`src/rtl/mcr_pkg.sv`:
```
// Package: constants for the machine-check error code reporter
package mcr_pkg;
   // Bank count and code width
   localparam int unsigned NUM_BANKS = 4;
   localparam int unsigned CODE_W    = 16;

   // Simple global codes
   localparam logic [15:0] CODE_NONE          = 16'h0000;
   localparam logic [15:0] CODE_UNCLASSIFIED  = 16'h0001;
   localparam logic [15:0] CODE_UCODE_PARITY  = 16'h0002;
   localparam logic [15:0] CODE_EXTERNAL      = 16'h0003;
   localparam logic [15:0] CODE_REDUNDANCY    = 16'h0004;
   localparam logic [15:0] CODE_INT_TIMER     = 16'h0400;
   localparam logic [15:0] CODE_INT_UNCLASS   = 16'h0400;

   // Compound form marker bits and field positions
   localparam int unsigned FILTER_BIT   = 12;
   localparam int unsigned BUS_BIT      = 11;
   localparam int unsigned CACHE_BIT    = 8;
   localparam int unsigned TLB_BIT      = 4;
   localparam int unsigned PART_LSB     = 9;
   localparam int unsigned TIMEOUT_BIT  = 8;
   localparam int unsigned REQ_LSB      = 4;
   localparam int unsigned TT_LSB       = 2;
   localparam int unsigned LL_LSB       = 0;
   localparam logic [1:0]  GENERIC_MARK = 2'h3;

   // Event kinds
   localparam logic [3:0] EV_UNCLASSIFIED = 4'h0;
   localparam logic [3:0] EV_UCODE_PARITY = 4'h1;
   localparam logic [3:0] EV_EXTERNAL     = 4'h2;
   localparam logic [3:0] EV_REDUNDANCY   = 4'h3;
   localparam logic [3:0] EV_INT_TIMER    = 4'h4;
   localparam logic [3:0] EV_INT_UNCLASS  = 4'h5;
   localparam logic [3:0] EV_GENERIC_MEM  = 4'h6;
   localparam logic [3:0] EV_TLB          = 4'h7;
   localparam logic [3:0] EV_CACHE        = 4'h8;
   localparam logic [3:0] EV_BUS          = 4'h9;

   // Register byte offsets; bank status words follow at BANK_BASE + 4*bank
   localparam logic [7:0] OFS_CTRL      = 8'h00;
   localparam logic [7:0] OFS_IRQ_STAT  = 8'h04;
   localparam logic [7:0] OFS_IRQ_EN    = 8'h08;
   localparam logic [7:0] OFS_IRQ_CLR   = 8'h0c;
   localparam logic [7:0] OFS_BANK_BASE = 8'h10;
   localparam logic [7:0] OFS_BANK_CLR  = 8'h20;

   // Bank status word layout
   localparam int unsigned STAT_MODEL_LSB = 16;
   localparam int unsigned STAT_VALID_BIT = 31;

   // Control bits and reset values
   localparam int unsigned CTRL_MCE_BIT = 0;
   localparam logic [31:0] CTRL_RESET   = 32'h0000_0000;
   localparam logic [7:0]  IRQ_RESET    = 8'h00;
endpackage : mcr_pkg

```
`src/rtl/mcr_reporter.sv`:
```
// Machine-check error code reporter with bank status registers on Wishbone
//
// Summary of operation
// - On an error event a 16-bit code is written into one bank's code field.
// - Logging a code into a bank also sets that bank's valid flag.
// - A 15-bit model-specific code (err_model_code[14:0]) is stored beside the code in bits 30:16.
// - The code alone tells the error kind; the bank is chosen by the event.
// - A bank with no error reported holds code zero.
// - Unclassified errors report code one.
// - Microcode memory parity errors report code two.
// - A bus-init machine check from another processor reports code three.
// - Redundancy pair master/slave mismatch reports code four.
// - Internal unclassified sets bit 10 with nonzero 9:0; all-zero 9:0 means timer.
// - Bus-init raises machine check only if strap observation and enable bit are set.
// - Generic memory hierarchy: filter bit 12, bits 3:2 = 11, level in 1:0.
// - Translation buffer: bit 4 set, type 3:2, level 1:0, filter bit 12.
// - Cache hierarchy: bit 8, request 7:4, type 3:2, level 1:0, filter bit 12.
// - Bus error: bit 11, part 10:9, timeout 8, request 7:4, io 3:2, level 1:0, filter 12.
//
// Added by the designer: the Wishbone interface to the registers and the placing of the registers.
`timescale 1ns/1ns
module mcr_reporter (
   // Clock, reset and enable
   input  wire logic        sys_clk,
   input  wire logic        reset,
   input  wire logic        clk_en,
   // Wishbone slave
   input  wire logic        wb_cyc_i,
   input  wire logic        wb_stb_i,
   input  wire logic        wb_we_i,
   input  wire logic [7:0]  wb_adr_i,
   input  wire logic [3:0]  wb_sel_i,
   input  wire logic [31:0] wb_dat_i,
   output logic      [31:0] wb_dat_o,
   output logic             wb_ack_o,
   // Error event input, same clock domain
   input  wire logic        err_valid,
   input  wire logic [3:0]  err_kind,
   input  wire logic [1:0]  err_bank,
   input  wire logic        err_filter,
   input  wire logic [1:0]  err_level,
   input  wire logic [1:0]  err_type,
   input  wire logic [3:0]  err_request,
   input  wire logic [1:0]  err_part,
   input  wire logic        err_timeout,
   input  wire logic [9:0]  err_detail,
   input  wire logic [15:0] err_model_code,
   // Bus-init pin and power-on strap, asynchronous
   input  wire logic        bus_init_signal,
   input  wire logic        bus_init_strap,
   // Machine check and interrupt outputs
   output logic             machine_check,
   output logic             irq
);
   localparam int unsigned NB = mcr_pkg::NUM_BANKS;

   logic [31:0]     bank_error_status_register [NB];
   logic [31:0]     ctrl;
   logic [7:0]      irq_stat;
   logic [7:0]      irq_en;
   logic [1:0]      bi_sync;
   logic [1:0]      strap_sync;
   logic            strap_seen;
   logic            strap_taken;
   logic [1:0]      strap_wait;
   logic            bi_prev;
   logic            bi_rise;
   logic            bi_event;
   logic            log_en;
   logic [15:0]     next_code;
   logic [1:0]      log_bank;
   logic            wb_req;
   logic            wr_req;
   logic [7:0]      bank_clr_mask;
   logic [7:0]      irq_set;

   // Builds the architectural code from event kind and sub-fields
   function automatic logic [15:0] encode(input logic [3:0] kind, input logic f, input logic [1:0] ll,
                                          input logic [1:0] tt, input logic [3:0] rr, input logic [1:0] pp,
                                          input logic t, input logic [9:0] det);
      logic [15:0] c;
      c = mcr_pkg::CODE_NONE;
      unique case (kind)
         mcr_pkg::EV_UCODE_PARITY: c = mcr_pkg::CODE_UCODE_PARITY;
         mcr_pkg::EV_EXTERNAL:     c = mcr_pkg::CODE_EXTERNAL;
         mcr_pkg::EV_REDUNDANCY:   c = mcr_pkg::CODE_REDUNDANCY;
         mcr_pkg::EV_INT_TIMER:    c = mcr_pkg::CODE_INT_TIMER;
         mcr_pkg::EV_INT_UNCLASS: begin
            // Zero detail would alias the timer code, so force bit 0
            c = mcr_pkg::CODE_INT_UNCLASS | {6'h00, det};
            if (det == 10'h000) begin
               c[0] = 1'b1;
            end
         end
         mcr_pkg::EV_GENERIC_MEM: begin
            c[mcr_pkg::FILTER_BIT] = f;
            c[mcr_pkg::TT_LSB +: 2] = mcr_pkg::GENERIC_MARK;
            c[mcr_pkg::LL_LSB +: 2] = ll;
         end
         mcr_pkg::EV_TLB: begin
            c[mcr_pkg::FILTER_BIT] = f;
            c[mcr_pkg::TLB_BIT] = 1'b1;
            c[mcr_pkg::TT_LSB +: 2] = tt;
            c[mcr_pkg::LL_LSB +: 2] = ll;
         end
         mcr_pkg::EV_CACHE: begin
            c[mcr_pkg::FILTER_BIT] = f;
            c[mcr_pkg::CACHE_BIT] = 1'b1;
            c[mcr_pkg::REQ_LSB +: 4] = rr;
            c[mcr_pkg::TT_LSB +: 2] = tt;
            c[mcr_pkg::LL_LSB +: 2] = ll;
         end
         mcr_pkg::EV_BUS: begin
            c[mcr_pkg::FILTER_BIT] = f;
            c[mcr_pkg::BUS_BIT] = 1'b1;
            c[mcr_pkg::PART_LSB +: 2] = pp;
            c[mcr_pkg::TIMEOUT_BIT] = t;
            c[mcr_pkg::REQ_LSB +: 4] = rr;
            c[mcr_pkg::TT_LSB +: 2] = tt;
            c[mcr_pkg::LL_LSB +: 2] = ll;
         end
         default: c = mcr_pkg::CODE_UNCLASSIFIED;
      endcase
      return c;
   endfunction : encode

   // Two-flop synchronisers for the asynchronous pin and strap
   always_ff @(posedge sys_clk) begin
      if (reset) begin
         bi_sync    <= 2'h0;
         strap_sync <= 2'h0;
      end else if (clk_en) begin
         bi_sync    <= {bi_sync[0], bus_init_signal};
         strap_sync <= {strap_sync[0], bus_init_strap};
      end
   end

   // Strap is caught once the synchroniser has flushed after reset, then held
   always_ff @(posedge sys_clk) begin
      if (reset) begin
         strap_wait  <= 2'h0;
         strap_seen  <= 1'b0;
         strap_taken <= 1'b0;
      end else if (clk_en && !strap_taken) begin
         if (strap_wait == 2'h2) begin
            strap_seen  <= strap_sync[1];
            strap_taken <= 1'b1;
         end else begin
            strap_wait <= strap_wait + 2'h1;
         end
      end
   end

   // Rising edge of the synchronised bus-init level
   always_ff @(posedge sys_clk) begin
      if (reset) begin
         bi_prev <= 1'b0;
      end else if (clk_en) begin
         bi_prev <= bi_sync[1];
      end
   end

   assign bi_rise  = bi_sync[1] && !bi_prev;
   assign bi_event = bi_rise && strap_taken && strap_seen && ctrl[mcr_pkg::CTRL_MCE_BIT];

   // Select what gets logged this cycle; bus-init takes priority and goes to bank 0
   always_comb begin
      log_en    = bi_event || err_valid;
      log_bank  = err_bank;
      next_code = encode(err_kind, err_filter, err_level, err_type, err_request,
                         err_part, err_timeout, err_detail);
      if (bi_event) begin
         log_bank  = 2'h0;
         next_code = mcr_pkg::CODE_EXTERNAL;
      end
   end

   // Wishbone decode
   assign wb_req = wb_cyc_i && wb_stb_i && !wb_ack_o;
   assign wr_req = wb_req && wb_we_i && wb_sel_i[0];

   always_comb begin
      bank_clr_mask = 8'h00;
      if (wr_req && wb_adr_i == mcr_pkg::OFS_BANK_CLR) begin
         bank_clr_mask = wb_dat_i[7:0];
      end
   end

   // Bank status registers: a new event overwrites, and wins over a clear
   always_ff @(posedge sys_clk) begin
      if (reset) begin
         for (int i = 0; i < NB; i++) begin
            bank_error_status_register[i] <= {16'h0000, mcr_pkg::CODE_NONE};
         end
      end else if (clk_en) begin
         for (int i = 0; i < NB; i++) begin
            if (log_en && log_bank == i[1:0]) begin
               bank_error_status_register[i][15:0] <= next_code;
               bank_error_status_register[i][30:16] <= err_model_code[14:0];
               bank_error_status_register[i][mcr_pkg::STAT_VALID_BIT] <= 1'b1;
            end else if (bank_clr_mask[i]) begin
               bank_error_status_register[i] <= {16'h0000, mcr_pkg::CODE_NONE};
            end
         end
      end
   end

   // Control register
   always_ff @(posedge sys_clk) begin
      if (reset) begin
         ctrl <= mcr_pkg::CTRL_RESET;
      end else if (clk_en && wr_req && wb_adr_i == mcr_pkg::OFS_CTRL) begin
         ctrl <= {31'h0, wb_dat_i[mcr_pkg::CTRL_MCE_BIT]};
      end
   end

   // Interrupt enable register
   always_ff @(posedge sys_clk) begin
      if (reset) begin
         irq_en <= mcr_pkg::IRQ_RESET;
      end else if (clk_en && wr_req && wb_adr_i == mcr_pkg::OFS_IRQ_EN) begin
         irq_en <= wb_dat_i[7:0];
      end
   end

   // Sticky status: bits 3:0 bank logged, bit 4 bus-init machine check
   always_comb begin
      irq_set = 8'h00;
      if (log_en) begin
         irq_set[log_bank] = 1'b1;
      end
      irq_set[4] = bi_event;
   end

   always_ff @(posedge sys_clk) begin
      if (reset) begin
         irq_stat <= mcr_pkg::IRQ_RESET;
      end else if (clk_en) begin
         if (wr_req && wb_adr_i == mcr_pkg::OFS_IRQ_CLR) begin
            irq_stat <= (irq_stat & ~wb_dat_i[7:0]) | irq_set;
         end else begin
            irq_stat <= irq_stat | irq_set;
         end
      end
   end

   // Outputs from flops
   always_ff @(posedge sys_clk) begin
      if (reset) begin
         irq           <= 1'b0;
         machine_check <= 1'b0;
      end else if (clk_en) begin
         irq           <= |(irq_stat & irq_en);
         machine_check <= bi_event;
      end
   end

   // Wishbone ack and read data, one cycle after the strobe
   always_ff @(posedge sys_clk) begin
      if (reset) begin
         wb_ack_o <= 1'b0;
         wb_dat_o <= 32'h0000_0000;
      end else if (clk_en) begin
         wb_ack_o <= wb_req;
         wb_dat_o <= 32'h0000_0000;
         if (wb_req && !wb_we_i) begin
            unique case (wb_adr_i)
               mcr_pkg::OFS_CTRL:     wb_dat_o <= ctrl;
               mcr_pkg::OFS_IRQ_STAT: wb_dat_o <= {24'h0, irq_stat};
               mcr_pkg::OFS_IRQ_EN:   wb_dat_o <= {24'h0, irq_en};
               8'h10:                 wb_dat_o <= bank_error_status_register[0];
               8'h14:                 wb_dat_o <= bank_error_status_register[1];
               8'h18:                 wb_dat_o <= bank_error_status_register[2];
               8'h1c:                 wb_dat_o <= bank_error_status_register[3];
               default:               wb_dat_o <= 32'h0000_0000;
            endcase
         end
      end
   end
endmodule : mcr_reporter

```
`config.mk`:
```
export PLATFORM = sky130hd
export DESIGN_NAME = mcr_reporter
export DESIGN_NICKNAME = d
export VERILOG_FILES = /design/src/rtl/mcr_pkg.sv /design/src/rtl/mcr_reporter.sv
export SDC_FILE = /design/constraint.sdc
export NUM_CORES = 1
export LEC_CHECK = 0
export ABC_AREA = 1
export BUFFER_PORTS_ARGS = -buffer_cell sky130_fd_sc_hd__buf_2
export CAP_MARGIN = 0
export CORE_AREA = 2 2 198 142
export CTS_CLUSTER_DIAMETER = 30
export DETAILED_ROUTE_END_ITERATION = 10
export DIE_AREA = 0 0 200 144
export MAX_ROUTING_LAYER = met4
export PLACE_DENSITY = 0.54
export SYNTH_ARGS = -nofsm -noshare
export SYNTH_HDL_FRONTEND = slang
export SYNTH_SLANG_ARGS = --single-unit
```
`constraint.sdc`:
```
create_clock -name sys_clk -period 3.35 [get_ports sys_clk]
set_clock_uncertainty 0.05 [all_clocks]
set_input_delay 0.335 -clock sys_clk [delete_from_list [all_inputs] [get_ports sys_clk]]
set_output_delay 0.335 -clock sys_clk [all_outputs]
set_load 0.05 [all_outputs]
```
# Yosys cells after proc, flatten, opt, wreduce, memory -nomap -nowiden
# Memories as Yosys holds them, arrays and structs flattened.
# Cells that the tools add are included.
dict set report totals {
  memories 1
  regBits 61
  mem_bits_rw 116
  inputBits 97
  out_inout_bits 35
  latchBits 0
  romBits 0
}
dict set report op_classes {
  n_shift 0
  n_div 0
  multipliers 0
  mux 77
  n_eq_ne 21
  add_sub_neg 1
  magnitude_cmp 2
  n_bitwise 30
  reduce_logical 34
}
# memory depth word_bits rd rd_ports_with_merged_regs wr line_no
set mem_list {}
lappend mem_list {bank_error_status_register 4 29 4 0 4 mcr_reporter.sv:57} ;# logic [31:0] bank_error_status_register [NB];
# cell n
set op_table {}
lappend op_table {{32-bit one-hot mux with 7 select lines} 1}
lappend op_table {{15-bit two-way mux} 8}
lappend op_table {{13-bit two-way mux} 9}
lappend op_table {{1-bit two-way mux} 49}
lappend op_table {{8-bit by 5-bit == test with 1-bit output (second input constant)} 4}
lappend op_table {{32-bit two-way mux} 1}
lappend op_table {{4-bit one-hot mux with 7 select lines} 1}
lappend op_table {{1-bit OR} 24}
lappend op_table {{1-bit logical AND} 20}
lappend op_table {{8-bit AND} 2}
lappend op_table {{4-bit by 3-bit == test with 1-bit output (second input constant)} 4}
lappend op_table {{8-bit by 4-bit == test with 1-bit output (second input constant)} 2}
lappend op_table {{8-bit OR} 2}
lappend op_table {{4-bit one-hot mux with 3 select lines} 1}
lappend op_table {{10-bit zero test} 1}
lappend op_table {{3-bit one-hot mux with 3 select lines} 1}
lappend op_table {{4-bit by 2-bit == test with 1-bit output (second input constant)} 2}
lappend op_table {{4-bit == test (second input constant)} 2}
lappend op_table {{8-bit by 3-bit == test with 1-bit output (second input constant)} 1}
lappend op_table {{8-bit by 6-bit == test with 1-bit output (second input constant)} 1}
lappend op_table {{8-bit zero test} 1}
lappend op_table {{4-bit two-way mux} 2}
lappend op_table {{8-bit two-way mux} 1}
lappend op_table {{8-bit NOT} 1}
lappend op_table {{18 further kinds} 24}

# Logic depth before layout (Yosys ltp)
dict set report logic_depth {
  depth_word 14
  depth_mapped 11
}

# Worst setup path after synthesis
# Ideal clock, no wire load.
dict set report synth_timing {
  kind {reg2reg}
  startpoint {register wb_ack_o}
  endpoint {memory bank_error_status_register[0][0] (netlist name), enable pin}
  path_slack_ps -590
  required_ps 2845
  setup_ps 455
  path_stages_with_launch 7
  n_path_buf 0
  arrival_time_ps 3435
  path_cell_list {dfxtp_1 -> nand3b_1 -> nor2_1 -> nand3_1 -> nor3_1 -> nand2_1 -> o21ai_0}
}
# item line_no
set synth_lines {}
lappend synth_lines {{start, declared} mcr_reporter.sv:35} ;# output logic wb_ack_o,
lappend synth_lines {{start signal, assigned} mcr_reporter.sv:264} ;# wb_ack_o <= wb_req;
lappend synth_lines {{end, declared} mcr_reporter.sv:57}

==> metrics <==
run status finished clean; category of the most critical setup path register to register; post-cts resize count 0; category of the worst setup path capture point register; Yosys warnings 0; count of filler cells inserted in the layout between 2000 and 3000; endpoint required time on the critical path around 3.4 ns; worst-case setup slack after placement 0.8704 ns; count of H-tree levels built during CTS 4; ports placed on the boundary 132; commonest non-fill, non-tap cells in the layout sky130_fd_sc_hd__nand3_1, sky130_fd_sc_hd__nor2_1, sky130_fd_sc_hd__nand2_1, sky130_fd_sc_hd__edfxtp_1, sky130_fd_sc_hd__buf_2; row count 51; overall power 0.004586 W; total of endpoints with negative setup slack in the final report 0; routed length per instance 16.15 um; Worst Tran Pin Value approximately 0.73 ns; Final nets 1083; count of max-cap constraint violations 0; Post-Synthesis Mean Instance Area between 8 and 9 um2; max-slew headroom at the worst pin 0.5098; routed vias/inst 4.698; number of global-route vias before repair roughly 6000; Fin. Hold Viols 0; element type at the critical path start register; die area 0.02880 mm2; Yosys reg bits approximately 170; share of the synthesized area in the top cell type 0.4379; Worst IR Drop VDD 0.0003124 V; Cell Count Post-Placement approximately 1300; number of buffers inserted by post-CTS setup repair 0; unrepaired setup endpoints after global routing false; Post-Place Cell Area 0.008810 mm2; TritonCTS clock tree built; post-route DRC violation count 0; total global routing track utilization 0.1644; layout cell share with drive strength beyond 1 0.1854; Max Transition Viols Final 0; total half-perimeter wirelength after legalization and detailed placement around 14000 um; crit path setup slack, layout ~0.9 ns; sinks on the clock net 174; clock tree buffer depth 2; relative area change from synthesis to final layout 17.89%; initial standard-cell utilization of the core 0.2933; leading post-synthesis cells by cell area sky130_fd_sc_hd__edfxtp_1, sky130_fd_sc_hd__dfxtp_1, sky130_fd_sc_hd__nand3_1; post-route cell area 0.009376 mm2; Final Instance Count excl. Fillers roughly 1400; CORE AREA 0.02712 mm2; remaining number of nets flagged by the antenna check after routing 0; Max Fclk 410.8 MHz; CTS Root Cell sky130_fd_sc_hd__clkbuf_16; sum of negative setup slack 0 ns; Synth Cell Area between 0.007 and 0.008 mm2; Vert. Die Dim 144 um; gate count after technology mapping 902; Crit path arrival time 2.45 ns; register clock-pin slew on the reported worst setup and hold paths 0.07 ns; maximum number of pins on one net before global-route repair 117; biggest fanout along the worst timing path 29; class of the tightest hold or removal check input pin to register; total area of multi-input combinational cells about 0.0028 mm2; wire length reported by the detailed router approximately 22000 um; post-synthesis sequential area ratio 0.5839; pwr dens 489.1 mW/mm2; number of buffers inserted by port buffering 100; CTS Buf Count 17; via count of the routed design 6436; routability congestion estimate from global placement 0.8166; number of DRC markers after the initial detailed-route iteration 590; DRT Pass-1 Iters 6; remaining global-route overflow 0; clock network latency to the later pin of the worst-skew pair 0.43 ns; Final Critical Period 2.434 ns; quantity of hold-fixing buffers added after cts 0; leak pwr 3.847 nW; first-pass GRT wire length between 30000 and 40000 um; FF+latch area approximately 0.0046 mm2; Period Utilization, post-route 0.7267; width of the die 200 um; synth unique cells 35; dominant cell type by area after synthesis sky130_fd_sc_hd__edfxtp_1; antenna violations before repair 2
[critical path, cell delays in order, from the launching register on]
cell                       delay [ns]
sky130_fd_sc_hd__dfxtp_1         0.31
sky130_fd_sc_hd__nand3b_1        0.18
sky130_fd_sc_hd__nor2_1          0.10
sky130_fd_sc_hd__nand3_1         0.20
sky130_fd_sc_hd__nor3_1          0.51
sky130_fd_sc_hd__nand2_1         0.12
sky130_fd_sc_hd__o21ai_2         0.13
sky130_fd_sc_hd__buf_4           0.43
[where the power goes]
part / leakage (nW) / internal, W / switching, W / total [W]
Sequential: 1.65 / 0.00237 / 0.0000240 / 0.00239
Combinational: 1.93 / 0.0000730 / 0.000209 / 0.000282
Clock: 0.272 / 0.000996 / 0.000917 / 0.00191
[layer usage]
metal,GRT usage,up-vias,wire (um)
li1,-,3188,-
met1,0.2402,2969,11020
met2,0.2295,264,8833
met3,0.03615,15,2030
met4,0.03977,0,238
met5,-,-,0
[final timing paths]
| kind | start | endpoint | slack, ns | cells past startpoint |
|---|---|---|---|---|
| min | bus_init_signal | bi_sync[0] | 0.07 | 3 |
| min reg2reg | wb_dat_o[21] | wb_dat_o[21] | 0.41 | 2 |
| max | wb_ack_o | bank_error_status_register[0][27] | 0.92 | 7 |
| max reg2reg | wb_ack_o | bank_error_status_register[0][27] | 0.92 | 7 |
[flip-flops by register name, summed over array words and instances, names as in the netlist]
register,flops
bi_prev,1
wb_dat_o,29
strap_seen,1
wb_ack_o,1
irq,1
ctrl,1
strap_wait,2
irq_stat,8
machine_check,1
irq_en,8
strap_sync,2
bank_error_status_register,116
strap_taken,1
bi_sync,2
[Yosys cell counts]
master	count
sky130_fd_sc_hd__a21oi_1	37
sky130_fd_sc_hd__a21oi_2	6
sky130_fd_sc_hd__a221oi_1	1
sky130_fd_sc_hd__a22o_1	1
sky130_fd_sc_hd__a32oi_1	1
sky130_fd_sc_hd__buf_1	5
sky130_fd_sc_hd__buf_2	24
sky130_fd_sc_hd__buf_4	6
sky130_fd_sc_hd__buf_6	1
sky130_fd_sc_hd__buf_8	1
sky130_fd_sc_hd__clkbuf_1	18
sky130_fd_sc_hd__clkinv_1	1
sky130_fd_sc_hd__clkinv_2	1
sky130_fd_sc_hd__conb_1	1
sky130_fd_sc_hd__dfxtp_1	58
sky130_fd_sc_hd__edfxtp_1	116
sky130_fd_sc_hd__ha_1	1
sky130_fd_sc_hd__inv_1	61
sky130_fd_sc_hd__inv_2	7
sky130_fd_sc_hd__nand2_1	152
sky130_fd_sc_hd__nand2_2	11
sky130_fd_sc_hd__nand3_1	160
sky130_fd_sc_hd__nand3b_1	4
sky130_fd_sc_hd__nand4_1	24
sky130_fd_sc_hd__nor2_1	162
sky130_fd_sc_hd__nor2_2	5
sky130_fd_sc_hd__nor2_4	1
sky130_fd_sc_hd__nor2_8	1
sky130_fd_sc_hd__nor3_1	4
sky130_fd_sc_hd__nor3_2	1
sky130_fd_sc_hd__o2111ai_1	2
sky130_fd_sc_hd__o211ai_1	1
sky130_fd_sc_hd__o21ai_0	24
sky130_fd_sc_hd__o221ai_1	1
sky130_fd_sc_hd__or2_2	2
[cell families (layout without fill, tap and decap cells)]
kind of cell,after synthesis,in the layout,synth area share
other,1,4,0.0004715
adder cells (fa/ha/maj),1,1,0.001573
buffers and inverters,125,219,0.06811
flip-flops,174,174,0.5839
AND/OR/NAND/NOR,527,527,0.2934
AO/OA/AOI/OAI,74,74,0.05254
[layout make-up]
cell class,instances,share of cell area
inverters,70,0.02816
flip-flops and latches,174,0.4953
clock inverters,14,0.01334
repair buffers,117,0.06966
well taps,371,0.04951
clock buffers,18,0.04684
multi-input cells,605,0.2969
diodes,1,0.0002669
[per-stage QoR]
step	hold slack, ns	utilization
floorplan	0.3871	-
global placement	0.4011	0.3248
detailed placement	0.4034	0.3248
CTS	0.06282	0.3457
global route	0.1043	0.3457
finish	0.07467	0.3457
Note: power is estimated with default switching activity, not from simulation.
